**src/hdl/drs_pkg.sv**
```systemverilog
// Purpose: Shared constants and types for the memory device reset/init block
// Assumes: mclk at 250 MHz, memory pins sampled in the mclk domain
// Notes:   Command codes are {chip select, row, column, write} strobes, active low
package drs_pkg;

    // Timing
    localparam int CLK_MHZ       = 250;
    localparam int INIT_WAIT_US  = 500;
    localparam int INIT_WAIT_CYC = INIT_WAIT_US * CLK_MHZ;
    localparam int ZQ_INIT_TCK   = 512;

    // Widths
    localparam int ROW_W  = 14;
    localparam int COL_W  = 10;
    localparam int BANK_W = 3;
    localparam int BANK_N = 8;
    localparam int MR_N   = 4;

    // Address bit positions
    localparam int A_AUTO_PRE   = 10;
    localparam int A_CHOP_SEL   = 12;
    localparam int MR1_TERMINATION_STROBE_BIT = 11;
    localparam int MR1_RTT_B0   = 2;
    localparam int MR1_RTT_B1   = 6;
    localparam int MR1_RTT_B2   = 9;
    localparam int MR0_BT_BIT   = 3;
    localparam int MR0_BL_LO    = 0;

    // Burst length field codes and last pair index per burst length
    localparam logic [1:0] BL_FIXED8 = 2'h0;
    localparam logic [1:0] BL_OTF    = 2'h1;
    localparam logic [1:0] BL_FIXED4 = 2'h2;
    localparam logic [1:0] PAIRS_FULL = 2'h3;
    localparam logic [1:0] PAIRS_CHOP = 2'h1;

    // Commands
    localparam logic [3:0] CMD_MRS = 4'h0;
    localparam logic [3:0] CMD_ACT = 4'h3;
    localparam logic [3:0] CMD_WR  = 4'h4;
    localparam logic [3:0] CMD_RD  = 4'h5;
    localparam logic [3:0] CMD_ZQ  = 4'h6;

    typedef enum logic [2:0] {
        S_RESET, S_INIT, S_WAIT_CKE, S_CONFIG, S_CALIB, S_READY
    } drs_state_e;

    typedef struct packed {
        logic               clr_b;
        logic               ck;
        logic               cke;
        logic               termination_enable;
        logic               cs_b;
        logic               ras_b;
        logic               cas_b;
        logic               we_b;
        logic [BANK_W-1:0]  ba;
        logic [ROW_W-1:0]   a;
    } drs_pins_s;

endpackage : drs_pkg

```
**src/hdl/drs_order_if.sv**
```systemverilog
// Purpose: Carries burst start and beat pair to the order calculator
// Assumes: Combinational answer in the same cycle
// Notes:   seq side drives the request, calc side answers column low bits
`timescale 1ns/1ps
interface drs_order_if;
    logic [2:0] start;
    logic       interleave;
    logic       chop_write;
    logic [1:0] pair;
    logic [2:0] col_even;
    logic [2:0] col_odd;

    modport seq  (output start, interleave, chop_write, pair, input col_even, col_odd);
    modport calc (input start, interleave, chop_write, pair, output col_even, col_odd);
endinterface : drs_order_if

```
**src/hdl/drs_burst_order.sv**
```systemverilog
// Purpose: Column order of one word pair within a burst
// Assumes: Pair index 0..3, chopped reads use pairs 0..1 only
// Notes:   Chopped writes always start at the nibble base
`timescale 1ns/1ps
module drs_burst_order (
    // Order request and answer
    drs_order_if.calc o
);
    logic [2:0] base;
    logic [2:0] ev;
    logic [2:0] od;

    assign base = o.chop_write ? {o.start[2], 2'h0} : o.start;
    assign ev   = {o.pair, 1'b0};
    assign od   = {o.pair, 1'b1};

    // Sequential wraps within the nibble, interleaved is an xor
    assign o.col_even = o.interleave ? (base ^ ev)
                                     : {base[2] ^ ev[2], 2'(base[1:0] + ev[1:0])};
    assign o.col_odd  = o.interleave ? (base ^ od)
                                     : {base[2] ^ od[2], 2'(base[1:0] + od[1:0])};
endmodule : drs_burst_order

```
**src/hdl/drs_device.sv**
```systemverilog
// Purpose: Device side reset, init, mode registers and burst framing
// Assumes: Memory pins and clock come from outside and are synchronised here
// Notes:   Command capture waits for the sampled rising edge of the memory clock
//
// Operation
// - Device initialises internally after clear release without needing the memory clock.
// - Termination stays off during clear and until clock gate registers high.
// - Bursts are eight words or chopped four, two words per clock, ordered.
// - Activate picks bank and row, then read or write follows.
// - Read/write address gives column, auto precharge flag and chop select flag.
// - Mode one bit 11 selects strobe termination or write byte mask.
// - Mode write bank bits pick the register, address carries contents.
`timescale 1ns/1ps
module drs_device #(
    parameter int INIT_CYC = drs_pkg::INIT_WAIT_CYC,
    parameter int ZQ_TCK   = drs_pkg::ZQ_INIT_TCK
) (
    // System
    input  wire logic                          mclk,
    input  wire logic                          rst_b,
    // Memory pins
    input  wire logic                          pin_clear_b,
    input  wire logic                          pin_ck,
    input  wire logic                          pin_cke,
    input  wire logic                          pin_termination_enable,
    input  wire logic                          pin_cs_b,
    input  wire logic                          pin_ras_b,
    input  wire logic                          pin_cas_b,
    input  wire logic                          pin_we_b,
    input  wire logic [drs_pkg::BANK_W-1:0]    pin_bank_select_bits,
    input  wire logic [drs_pkg::ROW_W-1:0]     pin_addr,
    // Status
    output logic                               init_busy,
    output logic                               calib_busy,
    output logic                               dev_ready,
    output logic                               term_active,
    output logic                               termination_strobe_term_en,
    output logic                               write_mask_en,
    output logic                               cmd_reject,
    // Burst words
    output logic                               burst_valid,
    output logic                               burst_write,
    output logic                               burst_last,
    output logic                               burst_auto_pre,
    output logic [drs_pkg::BANK_W-1:0]         burst_bank,
    output logic [drs_pkg::ROW_W-1:0]          burst_row,
    output logic [drs_pkg::COL_W-1:0]          burst_col_even,
    output logic [drs_pkg::COL_W-1:0]          burst_col_odd
);
    import drs_pkg::*;

    localparam int CW = $clog2(((INIT_CYC > ZQ_TCK) ? INIT_CYC : ZQ_TCK) + 1);

    typedef struct packed {
        drs_pins_s                     s1;
        drs_pins_s                     s2;
        logic                          ck_prev;
        drs_state_e                    st;
        logic [CW-1:0]                 cnt;
        logic                          cke_reg;
        logic                          term_on;
        logic [MR_N-1:0][ROW_W-1:0]    mr;
        logic [BANK_N-1:0]             open;
        logic [BANK_N-1:0][ROW_W-1:0]  row;
        logic                          busy;
        logic                          wr;
        logic                          chop;
        logic                          ap;
        logic                          bt;
        logic [BANK_W-1:0]             bank;
        logic [ROW_W-1:0]              brow;
        logic [COL_W-1:0]              col;
        logic [1:0]                    pair;
        logic [1:0]                    last_pair;
        logic                          o_init;
        logic                          o_calib;
        logic                          o_ready;
        logic                          o_termination_strobe;
        logic                          o_mask;
        logic                          o_rej;
        logic                          o_valid;
        logic                          o_last;
        logic [COL_W-1:0]              o_ceven;
        logic [COL_W-1:0]              o_codd;
    } drs_dev_s;

    drs_dev_s q;
    drs_dev_s nxt;

    drs_order_if ord ();

    logic       ck_rise;
    logic [3:0] cmd;
    logic       cmd_ok;
    logic       mrs_now;
    logic       act_now;
    logic       rw_now;
    logic       zq_now;
    logic       chop_now;
    logic       last_now;
    logic       start_now;
    logic       rtt_on;

    ////////////////////////////////////////////////////////////////////////////
    // Command decode on the sampled memory clock edge
    assign ck_rise  = q.s2.ck & ~q.ck_prev;
    assign cmd      = {q.s2.cs_b, q.s2.ras_b, q.s2.cas_b, q.s2.we_b};
    assign cmd_ok   = ck_rise & q.s2.clr_b & q.cke_reg;
    assign mrs_now  = cmd_ok & (cmd == CMD_MRS) & ~q.s2.ba[2]
                      & ((q.st == S_CONFIG) | (q.st == S_READY));
    assign act_now  = cmd_ok & (cmd == CMD_ACT) & (q.st == S_READY);
    assign rw_now   = cmd_ok & ((cmd == CMD_RD) | (cmd == CMD_WR)) & (q.st == S_READY);
    assign zq_now   = cmd_ok & (cmd == CMD_ZQ) & q.s2.a[A_AUTO_PRE]
                      & ((q.st == S_CONFIG) | (q.st == S_READY));
    // Chop select low means chopped, only honoured in on-the-fly mode
    assign chop_now = (q.mr[0][MR0_BL_LO +: 2] == BL_FIXED4)
                      | ((q.mr[0][MR0_BL_LO +: 2] == BL_OTF) & ~q.s2.a[A_CHOP_SEL]);
    assign last_now = q.busy & ck_rise & (q.pair == q.last_pair);
    assign start_now = rw_now & q.open[q.s2.ba] & (~q.busy | last_now);
    assign rtt_on   = q.mr[1][MR1_RTT_B0] | q.mr[1][MR1_RTT_B1] | q.mr[1][MR1_RTT_B2];

    assign ord.start      = q.col[2:0];
    assign ord.interleave = q.bt;
    assign ord.chop_write = q.chop & q.wr;
    assign ord.pair       = q.pair;

    drs_burst_order u_order (
        .o (ord.calc)
    );

    ////////////////////////////////////////////////////////////////////////////
    // Next state
    always_comb begin
        nxt         = q;
        nxt.s1      = {pin_clear_b, pin_ck, pin_cke, pin_termination_enable, pin_cs_b,
                       pin_ras_b, pin_cas_b, pin_we_b, pin_bank_select_bits, pin_addr};
        nxt.s2      = q.s1;
        nxt.ck_prev = q.s2.ck;
        nxt.o_rej   = 1'b0;
        nxt.o_valid = 1'b0;
        nxt.o_last  = 1'b0;

        case (q.st)
            S_RESET: begin
                nxt.st  = S_INIT;
                nxt.cnt = CW'(INIT_CYC - 1);
            end
            // Counted on mclk so a stopped memory clock cannot stall it
            S_INIT: begin
                if (q.cnt == '0) begin
                    nxt.st = S_WAIT_CKE;
                end else begin
                    nxt.cnt = q.cnt - CW'(1);
                end
            end
            S_WAIT_CKE: begin
                if (ck_rise && q.s2.cke) begin
                    nxt.cke_reg = 1'b1;
                    nxt.st      = S_CONFIG;
                end
            end
            S_CONFIG: begin
                if (zq_now) begin
                    nxt.st  = S_CALIB;
                    nxt.cnt = CW'(ZQ_TCK - 1);
                end
            end
            S_CALIB: begin
                if (ck_rise) begin
                    if (q.cnt == '0) begin
                        nxt.st = S_READY;
                    end else begin
                        nxt.cnt = q.cnt - CW'(1);
                    end
                end
            end
            S_READY: begin
                if (zq_now) begin
                    nxt.st  = S_CALIB;
                    nxt.cnt = CW'(ZQ_TCK - 1);
                end
            end
            default: begin
                nxt.st = S_RESET;
            end
        endcase

        if (mrs_now) begin
            nxt.mr[q.s2.ba[1:0]] = q.s2.a;
        end
        if (act_now) begin
            nxt.open[q.s2.ba] = 1'b1;
            nxt.row[q.s2.ba]  = q.s2.a;
        end

        // One word pair per memory clock, first pair on the edge after the command
        if (q.busy && ck_rise) begin
            nxt.o_valid = 1'b1;
            nxt.o_last  = last_now;
            nxt.o_ceven = {q.col[COL_W-1:3], ord.col_even};
            nxt.o_codd  = {q.col[COL_W-1:3], ord.col_odd};
            nxt.pair    = q.pair + 2'h1;
            if (last_now) begin
                nxt.busy = 1'b0;
                // An activate to the same bank in this cycle wins over the close
                if (q.ap && !(act_now && (q.s2.ba == q.bank))) begin
                    nxt.open[q.bank] = 1'b0;
                end
            end
        end
        if (start_now) begin
            nxt.busy      = 1'b1;
            nxt.wr        = (cmd == CMD_WR);
            nxt.chop      = chop_now;
            nxt.ap        = q.s2.a[A_AUTO_PRE];
            nxt.bt        = q.mr[0][MR0_BT_BIT];
            nxt.bank      = q.s2.ba;
            nxt.brow      = q.row[q.s2.ba];
            nxt.col       = q.s2.a[COL_W-1:0];
            nxt.pair      = 2'h0;
            nxt.last_pair = chop_now ? PAIRS_CHOP : PAIRS_FULL;
        end else if (rw_now) begin
            // No open row, or previous burst still running
            nxt.o_rej = 1'b1;
        end

        // Termination follows the pin only once clock gate has registered high
        if (!q.cke_reg) begin
            nxt.term_on = 1'b0;
        end else if (ck_rise) begin
            nxt.term_on = q.s2.termination_enable & rtt_on;
        end

        // Chip clear wins over everything, mode contents are kept
        if (!q.s2.clr_b) begin
            nxt.st      = S_RESET;
            nxt.cke_reg = 1'b0;
            nxt.term_on = 1'b0;
            nxt.open    = '0;
            nxt.busy    = 1'b0;
            nxt.o_valid = 1'b0;
            nxt.o_rej   = 1'b0;
        end

        nxt.o_init  = (nxt.st == S_RESET) | (nxt.st == S_INIT);
        nxt.o_calib = (nxt.st == S_CALIB);
        nxt.o_ready = (nxt.st == S_READY);
        nxt.o_termination_strobe  = nxt.mr[1][MR1_TERMINATION_STROBE_BIT];
        nxt.o_mask  = ~nxt.mr[1][MR1_TERMINATION_STROBE_BIT];
    end

    always_ff @(posedge mclk or negedge rst_b) begin
        if (!rst_b) begin
            q <= '0;
        end else begin
            q <= nxt;
        end
    end

    ////////////////////////////////////////////////////////////////////////////
    // Outputs
    assign init_busy      = q.o_init;
    assign calib_busy     = q.o_calib;
    assign dev_ready      = q.o_ready;
    assign term_active    = q.term_on;
    assign termination_strobe_term_en   = q.o_termination_strobe;
    assign write_mask_en  = q.o_mask;
    assign cmd_reject     = q.o_rej;
    assign burst_valid    = q.o_valid;
    assign burst_write    = q.wr;
    assign burst_last     = q.o_last;
    assign burst_auto_pre = q.ap;
    assign burst_bank     = q.bank;
    assign burst_row      = q.brow;
    assign burst_col_even = q.o_ceven;
    assign burst_col_odd  = q.o_codd;
endmodule : drs_device

```
**config.mk**
```make
export PLATFORM = sky130hd
export DESIGN_NAME = drs_device
export DESIGN_NICKNAME = d
export VERILOG_FILES = /design/src/hdl/drs_pkg.sv /design/src/hdl/drs_order_if.sv /design/src/hdl/drs_burst_order.sv /design/src/hdl/drs_device.sv
export SDC_FILE = /design/constraint.sdc
export NUM_CORES = 1
export LEC_CHECK = 0
export BUFFER_PORTS_ARGS = -buffer_cell sky130_fd_sc_hd__clkbuf_2
export CAP_MARGIN = 15
export CORE_MARGIN = 3
export CORE_UTILIZATION = 35
export CTS_BUF_LIST = sky130_fd_sc_hd__clkbuf_4
export DETAILED_ROUTE_END_ITERATION = 8
export PLACE_DENSITY = 0.52
export RECOVER_POWER = 100
export SLEW_MARGIN = 20
export SYNTH_ARGS = -nofsm -noshare
export SYNTH_HDL_FRONTEND = slang
export SYNTH_SLANG_ARGS = --single-unit
export TNS_END_PERCENT = 100
```
**constraint.sdc**
```tcl
create_clock -name mclk -period 4.5 [get_ports mclk]
set_input_delay 0.9 -clock mclk [delete_from_list [all_inputs] [get_ports mclk]]
set_output_delay 0.9 -clock mclk [all_outputs]
set_load 0.005 [all_outputs]
```
# == Yosys cells after proc, flatten, opt, wreduce, memory -nomap -nowiden ==
# Cells that the tools add are included.
# totals
output_inout_bits,48
regBits,312
# op_classes
add_sub_neg,4
reduce_logical,18
n_lt_le_gt_ge,6
n_mux,47
eq_ne,23
bitwise_logic,38
# op_table
cell,n
$mux 120,1
$bwmux 112,1
$pmux 17 s4,1
$bwmux 56,1
$bmux 14 s3,1
$demux 14 s3,1
$mux 14,3
$mux 20,2
$mux 36,1
$mux 8,4
$demux 14 s2,1
$mux 26,1
$mux 22,1
$and 1x1->1,20
$mux 3,6
$logic_not 17->1,1
$mux 17,1
$sub 17x1->17 const B,1
$pmux 3 s5,1
$eq 3x3->1 const B,4
$eq 4x3->1 const B,3
$mux 1,12
$mux 2,5
$and 8x8->8,1
other kinds (34),62

# == Longest topological paths before layout ==
# depth
ltp_word,13
ltp_mapped,8
ltp_nobuf,7

# == Cells and area by module ==
# Synthesis repeated with hierarchy kept, for this count alone.
# unflattened
cells_unflattened,779
area_unflattened_um2,10964.3
# by_module_without_submodules
module,n_inst,area_each_um2,cells_per_inst
drs_device,1,10889.2,769
drs_burst_order,1,75.1,10

# == Worst setup path before layout ==
# Ideal clock, no wire load.
# synth_path
path_kind,register to register
from,register q[242] in the netlist's numbering
to,register q[250] in the netlist's numbering
period_less_slack_ns,2.180
n_path_buf,0
setup_ns,0.116
t_required_ns,4.384
stages_incl_launch_ff,8
slack_ns,2.320
arrival_time_ns,2.064
path_cell_list,dfrtp_1 > inv_1 > ha_1 > or4b_2 > or4_1 > a31oi_1 > o21ai_0 > o311ai_0
# synth_via
elab_chain_len,4
# synth_lines
element,line,source
start: declaration,drs_device.sv:87,drs_dev_s q;
start signal: assignment,drs_device.sv:256,q <= nxt;
$sub 17x1->17 / $logic_not 17->1 (equally long branches),--,
$mux 17 (*),"drs_device.sv:150, drs_device.sv:170",
$mux 20,drs_device.sv:169,if (ck_rise) begin
$pmux 17 s4 (*),drs_device.sv:143,case (q.st)
# Mark *: on every way between the ends. The rest lies on a longest branch, timed or not. The select of a mux whose other input is x is not followed.
# A chain may end at the register's enable or synchronous reset.

# == Worst setup path in the final report ==
# layout_path
from,"register q, in the netlist nxt[262]"
to,register q[98] in the netlist's numbering
# layout_via
elab_chain_len,5
# layout_lines
element,line,source
$and 1x1->1,drs_device.sv:106,assign ck_rise = q.s2.ck & ~q.ck_prev;
$and 1x1->1 (2 in a row),drs_device.sv:108,assign cmd_ok = ck_rise & q.s2.clr_b & q.cke_reg;
$and 1x1->1 (2 in a row),drs_device.sv:111,assign act_now = cmd_ok & (cmd == CMD_ACT) & (q.st == S_READY);
# No other way between the ends.

==> impl_metrics.py <==
metrics = {
    "synth": {
        "synth_top_area_share_pct": 58.2,
        "ys_warn_count": 0,
        "synth-async-reset-ratio_pct": 100,
        "synth.most_common_cell": "dfrtp_1",
        "yosysSeqAreaShare_pct": 58.2,
        "synth_commonest_cells": "dfrtp_1 (255), mux2_2 (142), buf_4 (45)",
        "synthTopCellsByArea": "dfrtp_1 (58%), mux2_2 (15%), mux4_2 (6.2%), buf_4 (3.1%), a21oi_1 (1.6%)",
        "netlist_area_mm2": 0.0110,
        "syn_inst": 799,
        "ys.flop_type": "dfrtp_1",
        "netlist-cell-type-count": 60,
        "synth_area_per_cell_um2": 13.7,
        "synth_seq_cells": 255,
        "synth_edf_count": 0,
        "synth_area_leader_cell": "dfrtp_1",
        "syn_nets": 828,
    },
    "global_routing": {
        "grt-ovfl-total": 0,
        "grt_antenna_before_repair": 2,
        "grt_pass1_vias": 7023,
        "track_usage_pct": 15.1,
        "grt_max_degree": 108,
        "grt_pass1_wl_mm": 39.6,
    },
    "floorplan": {
        "core_area_mm2": 0.0307,
        "floorplan.initialDensity_pct": 35.6,
        "die_width_um": 183,
        "rows": 64,
        "ios": 75,
        "die_area_mm2": 0.0335,
        "die_y_um": 183,
    },
    "worst_setup_path": {
        "timing.rr.end": "q[98]$_DFFE_PN0P_",
        "start_kind": "flop",
        "crit_arrival_ns": 4.06,
        "crit_path_max_fanout": 11,
        "worstPathCellList": "nor2b_1, nand3_1, nor3_1, buf_4, mux2_2",
        "crit_path_end_kind": "flop",
        "worst_path_largest_cell_delay_ns": 1.18,
        "reg2reg_from": "nxt[262]$_DFF_PN0_",
        "crit_slowest_cell": "nor3_1",
        "rrSetupSlack_ns": 0.98,
        "worst-r2r-cell-count": 5,
        "worstPathRequired_ns": 5.04,
        "critical_path_class": "flop to flop",
    },
    "route": {
        "first_pass_iters": 4,
        "drt_iter0_markers": 326,
        "via_count": 6643,
        "ant_nets": 0,
        "routedWlPerCell_um": 18.1,
        "routed_wl_mm": 24.3,
        "drc_errors": 0,
        "viasPerCell": 4.96,
    },
    "final_layout": {
        "final_nets": 917,
        "fill_cells": 2995,
        "drive_above_1_share_pct": 38.9,
        "multi_input_area_mm2": 0.00401,
        "area.growth.synth_to_final_pct": 13.0,
        "seq_area_mm2": 0.00638,
    },
    "worst_hold_path": {
        "hp-class": "flop to flop",
        "worstHoldStart": "nxt[283]$_DFF_PN0_",
        "min_to": "cmd[3]$_DFF_PN0_",
        "hold_depth": 0,
    },
    "clocking": {
        "clockBufferDepth": 3,
        "cts_resized": 0,
        "hold_buffers": 0,
        "clkTransAtPathRegs_ns": 0.06,
        "tritoncts": "built",
        "clock_latency_ns": 0.67,
        "cts_buffers": 76,
        "post_cts_buffers": 0,
        "cts_num_sinks": 255,
        "ctsRootBufferMaster": "clkbuf_4",
        "cts_max_level": 3,
    },
    "power_and_ir_drop": {
        "ir_drop_mv": 0.152,
        "power.total_mw": 4.89,
        "pwr_density_cell_mw_per_mm2": 395,
        "power.leakage_nw": 5.93,
    },
    "placement": {
        "routabilityCongestion": 0.751,
        "numPortBuffers": 74,
        "dp_hpwl_mm": 15.3,
    },
    "sta": {
        "max_clock_freq_mhz": 284,
        "period_needed_ns": 3.52,
        "tightest_slew_ns": 2.88,
        "setup_violations": 0,
        "hold_viol": 0,
        "setup_tns_ns": 0,
        "worst_hold_slack_ns": 0.321,
        "finalCritPeriodShare_pct": 78.3,
        "skew_ns": 0.0501,
        "rsz0062_at_grt": "false",
        "max-slew-margin-rel_pct": -92.2,
        "final_max_slew_viol_count": 107,
    },
    "run_status": {
        "violations": "capacitance limit, slew limit",
        "outcome": "complete, but fails checks",
    },
    "run": {
        "drv_cap": 1,
    },
}
==> worst max path at each step <==
stage / startpoint / to / slack, ns / cells after the start
6_report: nxt[262]$_DFF_PN0_ / q[98]$_DFFE_PN0P_ / 0.98 / 5
5_1_grt: nxt[262]$_DFF_PN0_ / q[98]$_DFFE_PN0P_ / 0.69 / 5
4_1_cts: nxt[262]$_DFF_PN0_ / q[112]$_DFFE_PN0P_ / 1.54 / 5
3_5_place_dp: nxt[262]$_DFF_PN0_ / q[114]$_DFFE_PN0P_ / 1.57 / 5
3_3_place_gp: nxt[262]$_DFF_PN0_ / q[117]$_DFFE_PN0P_ / 1.67 / 5
2_1_floorplan: q[242]$_DFFE_PN0P_ / q[250]$_DFFE_PN0P_ / 2.32 / 7
==> flip-flops by register name (all words and copies together), names as in the netlist, 2 cells and up <==
register,cells
burst_bank,3
burst_col_even,10
burst_col_odd,2
burst_row,14
cmd,4
nxt,26
ord.pair,2
ord.start,3
q,180
==> cell usage in the layout (no fill, tap or decap), drive strengths merged, types with 4 or more instances in the layout <==
cell type / synthesis / final
nor3b: 4 / 4
mux4: 30 / 30
a21oi: 34 / 34
nand2b: 11 / 11
nand3: 9 / 9
nand2: 36 / 36
mux2: 142 / 142
and2: 5 / 5
o221a: 6 / 6
or2: 5 / 5
o21a: 4 / 4
clkinv: 0 / 18
nand4: 6 / 6
nor2b: 4 / 4
xnor2: 7 / 7
o21ai: 16 / 16
mux2i: 16 / 16
or4: 4 / 4
inv: 9 / 10
buf: 64 / 10
clkbuf: 18 / 193
dfrtp: 255 / 255
o31ai: 4 / 4
nor2: 38 / 38
xor2: 6 / 6
nor3: 16 / 16
==> layer usage <==
layer	track usage, %	wire length (um)
met1	20.9	11300
met4	5.58	492
met5	0	0
met3	3.71	1380
met2	23.0	11100
==> cell type report <==
class                           count  area share (%)
Antenna cell                        2          0.0404
Clock buffer                      110            6.67
Clock inverter                     22            1.32
Inverter                            9           0.273
Multi-Input combinational cell    453            32.4
Sequential cell                   255            51.6
Tap cell                          396            4.00
Timing Repair Buffer               93            3.75
==> worst max-delay path: cells and delay by family (launching register included) <==
| family | cells | cell delay (ns) |
|---|---|---|
| simple gates | 3 | 2.26 |
| mux | 1 | 0.35 |
| buf+inv | 1 | 0.36 |
| flops | 1 | 0.41 |
==> cells by family after synthesis <==
logic type / synth area share, %
AO/OA/AOI/OAI: 5.57
AND/OR/NAND/NOR: 7.81
adder cells (fa/ha/maj): 0.228
multiplexers: 22.2
XOR/XNOR: 1.04
buffers and inverters: 4.91
flip-flops: 58.2
==> stage by stage <==
| step | setup WS (ns) | cells | utilization [%] | area, um2 |
|---|---|---|---|---|
| after CTS | 1.54 | 1338 | 40.7 | 12500 |
| after detailed placement | 1.57 | 1206 | 37.4 | 11500 |
| after global routing | 0.686 | 1340 | 40.3 | 12400 |
| after global placement | 1.67 | 1206 | 37.4 | 11500 |
| final | 0.978 | 1340 | 40.3 | 12400 |
| after floorplan | 2.32 | 799 | - | 11000 |
==> report_power, final <==
part / internal (mW) / switching, mW / total (mW)
registers: 2.34 / 0.0634 / 2.40
logic: 0.0723 / 0.133 / 0.206
clock network: 1.29 / 0.991 / 2.28
total: 3.70 / 1.19 / 4.89
(Power assumes the default switching activity.)
